===== src/verilog/sbcso_pkg.sv =====
// Package for the setup options register block: offsets, fields, timing
package sbcso_pkg;

  // Register frame layout and address
  localparam logic [1:0] SBCSO_CMD_WRITE     = 2'h1;
  localparam logic [4:0] SBCSO_SETUP_OFFSET  = 5'h08;
  localparam logic [7:0] SBCSO_SETUP_RESET   = 8'h00;

  // Field positions in setup_options
  localparam int SBCSO_B_LP_CODE   = 7;
  localparam int SBCSO_B_PARITY    = 6;
  localparam int SBCSO_B_INT_LEVEL = 5;
  localparam int SBCSO_B_INT_SHORT = 4;
  localparam int SBCSO_B_INT_FLASH = 3;
  localparam int SBCSO_B_DBG_HI    = 2;

  // Timing: pulse widths in microseconds and clock rate in MHz
  localparam int SBCSO_CLK_MHZ      = 250;
  localparam int SBCSO_INT_LONG_US  = 100;
  localparam int SBCSO_INT_SHORT_US = 25;
  localparam int SBCSO_INT_LONG_CYC  = SBCSO_INT_LONG_US * SBCSO_CLK_MHZ;
  localparam int SBCSO_INT_SHORT_CYC = SBCSO_INT_SHORT_US * SBCSO_CLK_MHZ;
  localparam int SBCSO_CNT_W = 15;

  // Device operating modes as seen by this block
  typedef enum logic [1:0] {
    SBCSO_MODE_RESET,
    SBCSO_MODE_INIT,
    SBCSO_MODE_FLASH,
    SBCSO_MODE_NORMAL
  } sbcso_mode_t;

  // Safe-mode variant
  typedef enum logic [1:0] {
    SBCSO_SAFE_A,
    SBCSO_SAFE_B1,
    SBCSO_SAFE_B2,
    SBCSO_SAFE_B3
  } sbcso_variant_t;

  // One received 16-bit serial frame
  typedef struct packed {
    logic [1:0] cmd;
    logic [4:0] addr;
    logic       parity;
    logic [7:0] data;
  } sbcso_frame_t;

  // Fields of setup_options, msb first
  typedef struct packed {
    logic       lowpower_entry_code_required;
    logic       parity_en;
    logic       int_level;
    logic       int_short;
    logic       int_flash;
    logic [2:0] dbg_sel;
  } sbcso_setup_t;

endpackage : sbcso_pkg


===== src/verilog/sbcso_setup_options.sv =====
// Setup options register with interrupt pin and debug-resistor logic
`timescale 1ns/100ps

// How it works
// - setup_options accepts writes only while the device is in init mode.
// - Bit 7 set makes low-power entry need the mode-write random code.
// - Bit 6 enables parity on writes; clear means the host sends zero.
// - Bit 5 clear gives a low interrupt pulse; set holds interrupt low.
// - Bit 4 picks pulse width: 0 about 100 us, 1 about 25 us.
// - Bit 3 with flash mode pulses interrupt at half the watchdog period.
// - Bits 2..0: 0xx off, 100/101/110 safe B3/B2/B1, 111 safe A.
// - Enabled check with mismatched detected resistor sets the debug flag.
// - With bit 2 set, the software variant overrides the pin-decoded one.
module sbcso_setup_options
  import sbcso_pkg::*;
#(
  parameter int unsigned INT_LONG_CYC  = SBCSO_INT_LONG_CYC,
  parameter int unsigned INT_SHORT_CYC = SBCSO_INT_SHORT_CYC
)
(
  // Clock and reset
  input  wire logic           clk,
  input  wire logic           resetn,
  // Decoded serial frames
  input  wire logic           frame_valid,
  input  wire sbcso_frame_t   frame,
  // Device state
  input  wire sbcso_mode_t    dev_mode,
  input  wire logic           wd_half_elapsed,
  input  wire logic           int_event,
  input  wire logic           int_clear,
  input  wire logic           lp_entry_req,
  input  wire logic           lp_code_ok,
  // Debug pin resistor as decoded by hardware
  input  wire sbcso_variant_t pin_variant,
  input  wire logic           dbg_flag_clear,
  // Outputs
  output logic [7:0]          setup_options_q,
  output logic                wr_accept_q,
  output logic                wr_reject_q,
  output logic                lp_entry_grant_q,
  output logic                int_n_q,
  output logic                dbg_flag_q,
  output sbcso_variant_t      safe_variant_q
);

  // Maps a software setting to its variant
  function automatic sbcso_variant_t sel_variant(input logic [2:0] sel);
    case (sel[1:0])
      2'h0:    sel_variant = SBCSO_SAFE_B3;
      2'h1:    sel_variant = SBCSO_SAFE_B2;
      2'h2:    sel_variant = SBCSO_SAFE_B1;
      default: sel_variant = SBCSO_SAFE_A;
    endcase
  endfunction : sel_variant

  typedef enum logic [1:0] {
    SBCSO_INT_IDLE,
    SBCSO_INT_PULSE,
    SBCSO_INT_HOLD
  } sbcso_int_st_t;

  sbcso_setup_t       cfg;
  logic               par_calc;
  logic               is_write;
  logic               par_ok;
  logic               mismatch;
  logic               mismatch_q;
  logic               irq_event;
  logic [7:0]         setup_options_d;
  logic               wr_accept_d;
  logic               wr_reject_d;
  logic               lp_entry_grant_d;
  logic               dbg_flag_d;
  sbcso_variant_t     safe_variant_d;
  sbcso_int_st_t      int_st_q;
  sbcso_int_st_t      int_st_d;
  logic [SBCSO_CNT_W-1:0] int_cnt_q;
  logic [SBCSO_CNT_W-1:0] int_cnt_d;
  logic               int_n_d;

  assign cfg = sbcso_setup_t'(setup_options_q);

  // Register write path
  always_comb
  begin
    // Even parity over the fifteen other frame bits
    par_calc = ^{frame.cmd, frame.addr, frame.data};
    is_write = frame_valid && frame.cmd == SBCSO_CMD_WRITE &&
               frame.addr == SBCSO_SETUP_OFFSET;
    par_ok = !cfg.parity_en || frame.parity == par_calc;
    setup_options_d = setup_options_q;
    wr_accept_d = 1'b0;
    wr_reject_d = 1'b0;
    if (is_write)
    begin
      // Outside init mode the write is dropped but reported
      if (dev_mode == SBCSO_MODE_INIT && par_ok)
      begin
        setup_options_d = frame.data;
        wr_accept_d = 1'b1;
      end
      else
      begin
        wr_reject_d = 1'b1;
      end
    end
  end

  always_ff @(posedge clk or negedge resetn)
  begin
    if (!resetn)
    begin
      setup_options_q <= SBCSO_SETUP_RESET;
      wr_accept_q     <= 1'b0;
      wr_reject_q     <= 1'b0;
    end
    else
    begin
      setup_options_q <= setup_options_d;
      wr_accept_q     <= wr_accept_d;
      wr_reject_q     <= wr_reject_d;
    end
  end

  // Low-power gate, debug check and safe variant
  always_comb
  begin
    lp_entry_grant_d = lp_entry_req &&
      (!cfg.lowpower_entry_code_required || lp_code_ok);
    mismatch = cfg.dbg_sel[SBCSO_B_DBG_HI] &&
               pin_variant != sel_variant(cfg.dbg_sel);
    // Set wins over a clear in the same cycle
    dbg_flag_d = mismatch || (dbg_flag_q && !dbg_flag_clear);
    if (cfg.dbg_sel[SBCSO_B_DBG_HI])
    begin
      safe_variant_d = sel_variant(cfg.dbg_sel);
    end
    else
    begin
      safe_variant_d = pin_variant;
    end
  end

  always_ff @(posedge clk or negedge resetn)
  begin
    if (!resetn)
    begin
      lp_entry_grant_q <= 1'b0;
      dbg_flag_q       <= 1'b0;
      mismatch_q       <= 1'b0;
      safe_variant_q   <= SBCSO_SAFE_A;
    end
    else
    begin
      lp_entry_grant_q <= lp_entry_grant_d;
      dbg_flag_q       <= dbg_flag_d;
      mismatch_q       <= mismatch;
      safe_variant_q   <= safe_variant_d;
    end
  end

  // Interrupt pin: pulse or held level
  always_comb
  begin
    // A new mismatch raises one interrupt, not one per cycle
    irq_event = int_event || (mismatch && !mismatch_q) ||
      (cfg.int_flash && dev_mode == SBCSO_MODE_FLASH &&
       wd_half_elapsed);
    int_st_d  = int_st_q;
    int_cnt_d = int_cnt_q;
    case (int_st_q)
      SBCSO_INT_IDLE:
      begin
        if (irq_event)
        begin
          if (cfg.int_level)
          begin
            int_st_d = SBCSO_INT_HOLD;
          end
          else
          begin
            int_st_d = SBCSO_INT_PULSE;
            int_cnt_d = cfg.int_short ?
              SBCSO_CNT_W'(INT_SHORT_CYC - 1) :
              SBCSO_CNT_W'(INT_LONG_CYC - 1);
          end
        end
      end
      SBCSO_INT_PULSE:
      begin
        // Events during a pulse merge into it; the width is not stretched
        if (int_cnt_q == '0)
        begin
          int_st_d = SBCSO_INT_IDLE;
        end
        else
        begin
          int_cnt_d = int_cnt_q - SBCSO_CNT_W'(1);
        end
      end
      SBCSO_INT_HOLD:
      begin
        if (int_clear)
        begin
          int_st_d = SBCSO_INT_IDLE;
        end
      end
      default:
      begin
        int_st_d = SBCSO_INT_IDLE;
      end
    endcase
    int_n_d = (int_st_d == SBCSO_INT_IDLE);
  end

  always_ff @(posedge clk or negedge resetn)
  begin
    if (!resetn)
    begin
      int_st_q  <= SBCSO_INT_IDLE;
      int_cnt_q <= '0;
      int_n_q   <= 1'b1;
    end
    else
    begin
      int_st_q  <= int_st_d;
      int_cnt_q <= int_cnt_d;
      int_n_q   <= int_n_d;
    end
  end

endmodule : sbcso_setup_options


===== config.mk =====
export PLATFORM = sky130hd
export DESIGN_NAME = sbcso_setup_options
export DESIGN_NICKNAME = d
export VERILOG_FILES = /design/src/verilog/sbcso_pkg.sv /design/src/verilog/sbcso_setup_options.sv
export SDC_FILE = /design/constraint.sdc
export NUM_CORES = 1
export LEC_CHECK = 0
export ABC_AREA = 1
export BUFFER_PORTS_ARGS = -buffer_cell sky130_fd_sc_hd__buf_4
export CAP_MARGIN = 5
export CORE_UTILIZATION = 56
export CTS_BUF_LIST = sky130_fd_sc_hd__clkbuf_2 sky130_fd_sc_hd__clkbuf_4 sky130_fd_sc_hd__clkbuf_8
export CTS_CLUSTER_SIZE = 28
export DETAILED_ROUTE_END_ITERATION = 10
export PLACE_DENSITY = 0.82
export SETUP_SLACK_MARGIN = 0.4
export SLEW_MARGIN = 20
export SYNTH_ARGS = -nofsm -noshare
export SYNTH_HDL_FRONTEND = slang
export SYNTH_SLANG_ARGS = --single-unit

===== constraint.sdc =====
create_clock -name clk -period 1.9 [get_ports clk]
set_input_delay 0.19 -clock clk [delete_from_list [all_inputs] [get_ports clk]]
set_output_delay 0.19 -clock clk [all_outputs]
set_load 0.01 [all_outputs]

; ---- After elaboration in Yosys (flattened, before gate mapping)
; Index checks and enable logic that the tools add are counted.
[word_totals]
register_bits = 33
inputBits = 29
out_inout_bits = 15
elab_cells = 66
[classes]
n_addsub = 1
n_eq_ne = 13
n_mux = 16
reduce_logical = 26
[op_table]
columns = cell, count
row1 = 15-bit 2-to-1 mux, 4
row2 = 15-bit case mux with 2 select lines, 1
row3 = 15-bit logical NOT, 1
row4 = 15-bit XOR reduction, 1
row5 = "15-bit by 1-bit subtractor with 15-bit output, second input constant", 1
row6 = 2-bit case mux with 3 select lines, 2
row7 = 2-bit 2-to-1 mux, 5
row8 = 1-bit logical AND, 9
row9 = "2-bit by 1-bit equality test with 1-bit output, second input constant", 4
row10 = "2-bit equality test, second input constant", 3
row11 = 2-bit logical NOT, 3
row12 = "2-bit inequality test, second input constant", 3
row13 = "5-bit by 4-bit equality test with 1-bit output, second input constant", 1
row14 = 1-bit logical OR, 5
row15 = 1-bit logical NOT, 4
row16 = 1-bit 2-to-1 mux, 4
row17 = 4-bit AND reduction, 1
row18 = 2-bit inequality test, 1
row19 = 2-bit AND reduction, 1
row20 = 2-bit nonzero test, 1
row21 = 1-bit equality test, 1

; ---- Longest topological paths before layout
; Gate-level depths: netlist (run 1).
[depth]
depth_word = 10
ltp_mapped = 14
ltp_nobuf = 14

; ---- Least setup slack after synthesis (run 1)
; No wires, ideal clock.
[synth_path]
path_kind = input port to flip-flop
start = in frame[9] (netlist name)
end = reg setup_options_q[6]
setup_ps = 117
arrival_ps = 1461
required_ps = 1783
path_slack_ps = 322
stages = 13
path_buffers = 0
path_cell_list = inv_1 ha_1 or2_1 nand2_1 nand2_1 nand2_1 nand2_1 nand2_2 nand3_2 nand3_4 nand3_4 nand2_1 nand2_1
[synth_via]
elab_chain_len = 5
word_cells_on_any_way = 7
cone_classes = eq/ne: 2 / reduce/logical: 5
[synth_lines]
columns = element, line
row1 = start: declaration, sbcso_setup_options.sv:26  ; input wire sbcso_frame_t frame,
row2 = 15-bit XOR reduction, sbcso_setup_options.sv:88  ; par_calc = ^{frame.cmd, frame.addr, frame.data};
row3 = 1-bit equality test, sbcso_setup_options.sv:91  ; par_ok = !cfg.parity_en || frame.parity == par_calc;
row4 = 1-bit logical OR, sbcso_setup_options.sv:91
row5 = 1-bit logical AND, sbcso_setup_options.sv:98  ; if (dev_mode == SBCSO_MODE_INIT && par_ok)
row6 = 2-bit AND reduction (no line) (*), n/a
row7 = end signal: assignment, sbcso_setup_options.sv:120  ; setup_options_q <= setup_options_d;
row8 = end: declaration, sbcso_setup_options.sv:38  ; output logic [7:0] setup_options_q,
; Mark *: on every way between the ends. The rest lies on a longest branch, timed or not.
; A chain may end at the register's enable or synchronous reset.

; ---- Final worst setup path (run 1)
[layout_path]
start = reg int_cnt_q[12]
end = reg int_cnt_q[3]
[layout_via]
elab_chain_len = 3
[layout_lines]
columns = element, line
row1 = start: declaration, sbcso_setup_options.sv:78  ; logic [SBCSO_CNT_W-1:0] int_cnt_q;
row2 = start signal: assignment, sbcso_setup_options.sv:228  ; int_cnt_q <= int_cnt_d;
row3 = 15-bit logical NOT, sbcso_setup_options.sv:193  ; if (int_cnt_q == '0)
row4 = 2-bit inequality test (no line), n/a
row5 = 4-bit AND reduction (no line), n/a
; No other way between the ends.

==> results of run 1 <==
-- how the worst max path moves through the flow --
stage                               to  slack, ps  cells past startpoint          startpoint
finish                    int_cnt_q[3]        150                      7       int_cnt_q[12]
global route              int_cnt_q[3]        -30                      7       int_cnt_q[12]
CTS                       int_cnt_q[5]        270                     10  setup_options_q[0]
detailed placement  setup_options_q[6]        170                     14           frame[10]
global placement    setup_options_q[6]        230                     14           frame[10]
floorplan           setup_options_q[6]        400                     13           frame[10]
-- Yosys cell counts, types with 2 or more instances --
library cell | n | area (um^2)
nand2_1 | 77 | 289
inv_1 | 37 | 139
dfrtp_1 | 32 | 801
nand3_1 | 16 | 80.1
o21ai_1 | 15 | 75.1
nand4_1 | 14 | 87.6
nor2_1 | 13 | 48.8
o21ai_0 | 9 | 45.0
xor2_1 | 7 | 61.3
nand3b_1 | 5 | 37.5
ha_1 | 4 | 50.1
inv_2 | 4 | 15.0
nor2_2 | 4 | 25.0
nand2_2 | 3 | 18.8
nor3_1 | 3 | 15.0
buf_4 | 2 | 15.0
nand3_4 | 2 | 35.0
xnor2_1 | 2 | 17.5
-- layout make-up --
class                           instances  share of cell area (%)
Clock buffer                            5                    1.31
Timing Repair Buffer                   73                    21.6
Tap cell                               46                    2.01
Sequential cell                        33                    28.9
Inverter                               42                    5.59
Multi-Input combinational cell        185                    40.4
Clock inverter                          1                   0.175
-- state kept, by name (all words and copies together) (netlist names) --
register,count
mismatch_q,1
wr_reject_q,1
lp_entry_grant_q,1
dbg_flag_q,1
int_cnt_q,15
int_n_q,1
safe_variant_q,2
wr_accept_q,1
setup_options_q,8
int_st_q,2
-- power by group through the flow --
stage	Clock (mW)	Combinational [mW]	Sequential (mW)
final	0.352	1.98	1.01
after detailed placement	0	1.15	1.01
after floorplan	0	0.862	0.993
after global placement	0	1.11	1.00
after global routing	0.398	2.13	1.03
after CTS	0.360	1.47	0.987
-- metrics by stage --
stage,instance area (um^2),hold WS [ps],utilization [%],setup TNS [ps]
2_1_floorplan,2030,-106,-,0
3_3_place_gp,2410,150,71.6,0
3_5_place_dp,2410,152,71.6,0
4_1_cts,2640,8.95,78.4,0
5_1_grt,2860,17.9,85.2,-29.5
6_report,2860,24.3,85.2,0
-- layer usage --
layer / part of all wire, % / vias up / routed length, um / global-route usage, %
met2: 52 / 80 / 2800 / 47.0
met1: 41 / 960 / 2190 / 33.1
met3: 4.8 / 16 / 258 / 6.93
met4: 2.4 / 0 / 131 / 10.2
met5: 0 / - / 0 / 0
li1: - / 1003 / - / -
-- cells by family (layout without fill, tap and decap cells) --
group / Yosys count / count (layout) / synth area share (%)
adder cells (fa/ha/maj): 4 / 4 / 2.51
flip-flops: 33 / 33 / 41.5
buffers and inverters: 45 / 121 / 9.24
AND/OR/NAND/NOR: 140 / 141 / 33.9
XOR/XNOR: 9 / 9 / 3.96
AO/OA/AOI/OAI: 31 / 31 / 8.86
-- repair_timing --
action                                 CTS  global route
endpoints found under the hold margin   32             0
setup buffers                           16             9
gates cloned                             1             2
setup endpoints to repair               15            18
pin swaps                               11            19
resized for setup                       10            39
hold buffers                             1             0
==> impl_results.md, run 1 <==
- Slack of the worst reg-to-reg path: 150 ps
- DIE HEIGHT: 61.6 um
- Sink Count: 33
- Syn nets: 295
- Placed instance count: 350
- Synth unique cells: 31
- Final period util: roughly 90%
- Pwr dens: 1170 nW/um^2
- Detailed Place HPWL: 3060 um
- CTS Buf Count: 5
- Std-Cell Rows: 21
- Mapped Area: 1990 um^2
- DR vias: approximately 2000
- Largest net degree at the start of global routing: 34
- Total Die Area: 3800 um^2
- Fin worst setup slack: around 150 ps
- Initial Util: 59.2%
- Worst Hold End: dbg_flag_q
- IO Count: 44
- Final setup viols: 0
- Root Driver: clkbuf_4
- Seq pwr share: 30.2%
- Worst-path clk slew: 110 ps
- Clock period minus worst slack: around 1800 ps
- Leakage: 1.48 nW
- Power, Total: 3.34 mW
- Tightest Pin Transition: 657 ps
- Insertion delay to the later sink of the worst-skew pair: around 330 ps
- H-Tree Depth: 2
- Most frequent cells in the layout: nand2_1, buf_4, dfrtp_1, inv_1, o21ai_1
- R2r worst-path depth: 7
- Most common cell after layout, fill and taps aside: nand2_1
- VDD IR-drop max: 0.440 mV
- Port bufs: 43
- Worst Hold Class: in2reg
- FF-to-FF Start: int_cnt_q[12]
- Final Slew Violations: 0
- Crit path buffers/inverters: 1
- Placer Congestion: roughly 0.84
- Critical-path top delay cell: dfrtp_1
- Post-synth ARST share: 100%
- Initial DRC Count: 200
- Number of global-route vias before repair: 1729
- Non-filler cells, final: 385
- Final wirelength: approximately 5400 um
- Antenna fix cells: 0
- Pint: between 1.5 and 2 mW
- Crit. End Element: flip-flop
- Hold Crit Start: dbg_flag_clear
- WL/cell: 14.0 um
- Hold path cells: 2
- Multi-input gate area: 1160 um^2
- Net Switching: 1.46 mW
- Worst setup SP type: flip-flop
- Synth Warn #: 0
- CTS tree: built
- Critical Path RT: around 2100 ps
- Worst R2R End: int_cnt_q[3]
- Status: completed
- Average size of a mapped cell: ~7.6 um^2
- Slowest Stage Delay on Critical Path: about 460 ps
- Final Hold Fails: 0
- Number of remaining DRC errors: 0
- Area Overhead vs Synth: 43.9%
- First-pass GRT wire length: approximately 7500 um
- FF+latch area: 827 um^2
- Number of synthesized flops with an enable pin: 0
- Seq/Total Area, Yosys: 41.5%
- CP top delay family: simple AND/OR/NAND/NOR gates
- Drt pass-1 iters: 4
- Final Skew: roughly 16 ps
- Synthesized flop and latch total: 33
- Crit Path Max Fanout: 8
- All-Layer GR Usage: 27.4%
- Vias per cell: 5.35
- Max-cap violations: 0
- Post-DRT Antenna Nets: 0
- Gate power share: between 50% and 60%
- Grt ovf: 0
- Sw frac: 43.7%
- Clock power share: 10.5%
- Die X: roughly 62 um
- Pre-CTS setup slack: roughly 170 ps
- Top_reg_cell synth: dfrtp_1
- Slew margin rel.: 55.8%
- Critical path type: reg2reg
- Maximum clock path buffer count: 2
- Core area: 3360 um^2
- Initial antenna violation count: 0
- Final #Nets: between 300 and 400
- Share of cells above drive strength 1: 39.2%
- Crit path arrival time: 1960 ps
- CP cell instances: nor2_1, nand3_2, o211ai_2, nand2_4, buf_12, o211ai_1, o21ai_1
- FILL cells: about 210
- Peak Freq: 0.571 GHz
- Unrepaired setup endpoints after global routing: true
- Cells after Synth: 262
Power figures use the tool's default switching activity.
==> run 2: changes to the inputs <==
--- a/config.mk
+++ b/config.mk
@@ -8,11 +8,13 @@
 export ABC_AREA = 1
 export BUFFER_PORTS_ARGS = -buffer_cell sky130_fd_sc_hd__buf_4
 export CAP_MARGIN = 5
-export CORE_UTILIZATION = 56
+export CELL_PAD_IN_SITES_DETAIL_PLACEMENT = 2
+export CELL_PAD_IN_SITES_GLOBAL_PLACEMENT = 2
+export CORE_UTILIZATION = 31
 export CTS_BUF_LIST = sky130_fd_sc_hd__clkbuf_2 sky130_fd_sc_hd__clkbuf_4 sky130_fd_sc_hd__clkbuf_8
 export CTS_CLUSTER_SIZE = 28
 export DETAILED_ROUTE_END_ITERATION = 10
-export PLACE_DENSITY = 0.82
+export PLACE_DENSITY_LB_ADDON = 0.1
 export SETUP_SLACK_MARGIN = 0.4
 export SLEW_MARGIN = 20
 export SYNTH_ARGS = -nofsm -noshare
==> run 2 against run 1 <==
  * Clock power rose by 59%
  * Maximum frequency rose by 0.92%
  * Setup slack improved by 16 ps
  * Largest cell class unchanged
  * Sequential power barely moved
  * Final area rose by 6.0%
==> impl_results.md, run 2 (synthesized netlist as in run 1, its figures left out) <==
- Vias per cell: 5.11
- Number of remaining DRC errors: 0
- Crit path buffers/inverters: 2
- Final #Nets: 376
- VDD IR-drop max: 0.614 mV
- Detailed Place HPWL: 4600 um
- Final Slew Violations: 0
- Net Switching: 1.67 mW
- Maximum clock path buffer count: 2
- Pwr dens: 1230 nW/um^2
- Port bufs: 43
- Worst-path clk slew: 80 ps
- Clock power share: 15.0%
- Biggest registers after layout: int_cnt_q (15), setup_options_q (8)
- Die X: 82.1 um
- All-Layer GR Usage: 21.0%
- Most common cell after layout, fill and taps aside: buf_4
- Antenna fix cells: 0
- Worst setup SP type: flip-flop
- Gate power share: 57.9%
- Total Die Area: 6750 um^2
- Crit path arrival time: 1910 ps
- Worst Hold Class: in2reg
- DIE HEIGHT: 82.1 um
- First-pass GRT wire length: 10500 um
- Seq pwr share: roughly 27%
- Sw frac: about 45%
- Worst path depth: 9
- H-Tree Depth: 2
- Placer Congestion: around 0.72
- Largest net degree at the start of global routing: 34
- Insertion delay to the later sink of the worst-skew pair: 290 ps
- Worst R2R End: int_cnt_q[9]
- Max-cap violations: 0
- Final Hold Fails: 0
- Tightest Pin Transition: 777 ps
- Crit Path Max Fanout: 5
- Worst Hold End: dbg_flag_q
- Fin worst setup slack: 165 ps
- Pint: slightly above 2 mW
- Post-DRT Antenna Nets: 0
- Crit. End Element: flip-flop
- Leakage: about 1.5 nW
- Max reg flops: 15
- CP cell instances: inv_2, nand2_4, nor2_4, nand4_1, o211ai_2, nand2_4, clkbuf_16, nand4_1, o21ai_1
- CTS Buf Count: 5
- Pre-CTS setup slack: 118 ps
- Initial antenna violation count: 0
- Setup TNS: 0 ps
- FF-to-FF Start: int_cnt_q[5]
- Initial DRC Count: 60
- Busiest layer in global routing: met2
- Slowest Stage Delay on Critical Path: 410 ps
- Peak Freq: 0.577 GHz
- Grt ovf: 0
- Met3 Usage GRT: 2.97%
- Final period util: 91.3%
- Final Skew: between 6 and 7 ps
- CTS tree: built
- Critical Path RT: 2080 ps
- Critical-path top delay cell: dfrtp_1
- CP top delay family: simple AND/OR/NAND/NOR gates
- Hold Crit Start: dbg_flag_clear
- Std-Cell Rows: 28
- Hold path cells: 2
- Met2 Resource Use GR: a little over two fifths
- Sink Count: 33
- Status: completed
- R2r worst-path depth: 9
- FILL cells: ~700
- Core area: between 6000 and 7000 um^2
- M1 GR Usage: 22.5%
- Area Overhead vs Synth: 52.5%
- Root Driver: clkbuf_8
- WL/cell: 19.3 um
- Slack of the worst reg-to-reg path: 170 ps
- Final setup viols: 0
- Reg with most FFs: int_cnt_q
- Slew margin rel.: 47.8%
- Share of cells above drive strength 1: 43.6%
- IO Count: 44
- Initial Util: 32.8%
- DR vias: 2139
- Post-layout util: 50.1%
- Number of global-route vias before repair: 2199
- Final wirelength: 8100 um
- Clock period minus worst slack: 1730 ps
- Drt pass-1 iters: 4
- Most frequent cells in the layout: buf_4, nand2_1, dfrtp_1, inv_1, nand2_2
- Critical path type: reg2reg
- Unrepaired setup endpoints after global routing: true
run 2: changes by cell type in the layout (fill, tap and decap cells not counted), moves of 2 or more:
cell	change
clkbuf_8	+5
o21ai_0	+2
nand2_1	-7
nand3_4	+3
buf_6	+2
clkbuf_4	-4
o21ai_1	-3
nand2_2	+7
nand3_1	-2
nor2_4	-2
run 2: per-layer routing:
| metal | up-vias | wire, um |
|---|---|---|
| met5 | - | 0 |
| met4 | 0 | 224 |
| met2 | 37 | 4510 |
| met1 | 1076 | 3200 |
| met3 | 15 | 159 |
| li1 | 1011 | - |
run 2: area by class of cell:
cell class	instances	area, um^2	area share, %
sequential	33	827	27.2
inverter	42	166	5.48
tap	75	93.8	3.09
clock buffer	6	76.3	2.51
clock inverter	2	10.0	0.330
multi-input combinational	186	1220	40.3
timing repair buffer	75	639	21.1
run 2: worst max path at each step:
| stage | startpoint | endpoint | slack [ps] |
|---|---|---|---|
| 2_1_floorplan | frame[10] | setup_options_q[6] | 400 |
| 3_3_place_gp | frame[10] | setup_options_q[6] | 190 |
| 3_5_place_dp | frame[10] | setup_options_q[2] | 120 |
| 4_1_cts | int_cnt_q[8] | int_cnt_q[5] | 270 |
| 5_1_grt | int_cnt_q[0] | int_cnt_q[13] | 60 |
| 6_report | int_cnt_q[5] | int_cnt_q[9] | 170 |
run 2: through the flow:
step	hold slack [ps]	instance area, um^2	cells	total power [mW]
floorplan	-106	2030	262	1.86
global placement	164	2470	383	2.23
detailed placement	168	2470	383	2.30
CTS	76.8	2720	407	3.10
global route	107	3040	419	3.92
finish	100	3040	419	3.73
run 2: repair_timing:
| action | 4_1_cts | 5_1_grt |
|---|---|---|
| pin swaps | 10 | 26 |
| gates cloned | 0 | 4 |
| endpoints found under the hold margin | 32 | 0 |
| endpoints found under the setup margin | 17 | 26 |
| setup buffers | 15 | 8 |
| resized for setup | 12 | 51 |
| hold buffers | 1 | 0 |
run 2: power groups by stage:
stage / clock network, mW / registers (mW) / logic [mW]
2_1_floorplan: 0 / 0.993 / 0.862
6_report: 0.560 / 1.01 / 2.16
4_1_cts: 0.553 / 0.993 / 1.55
3_5_place_dp: 0 / 1.01 / 1.29
3_3_place_gp: 0 / 1.01 / 1.23
5_1_grt: 0.585 / 1.03 / 2.30
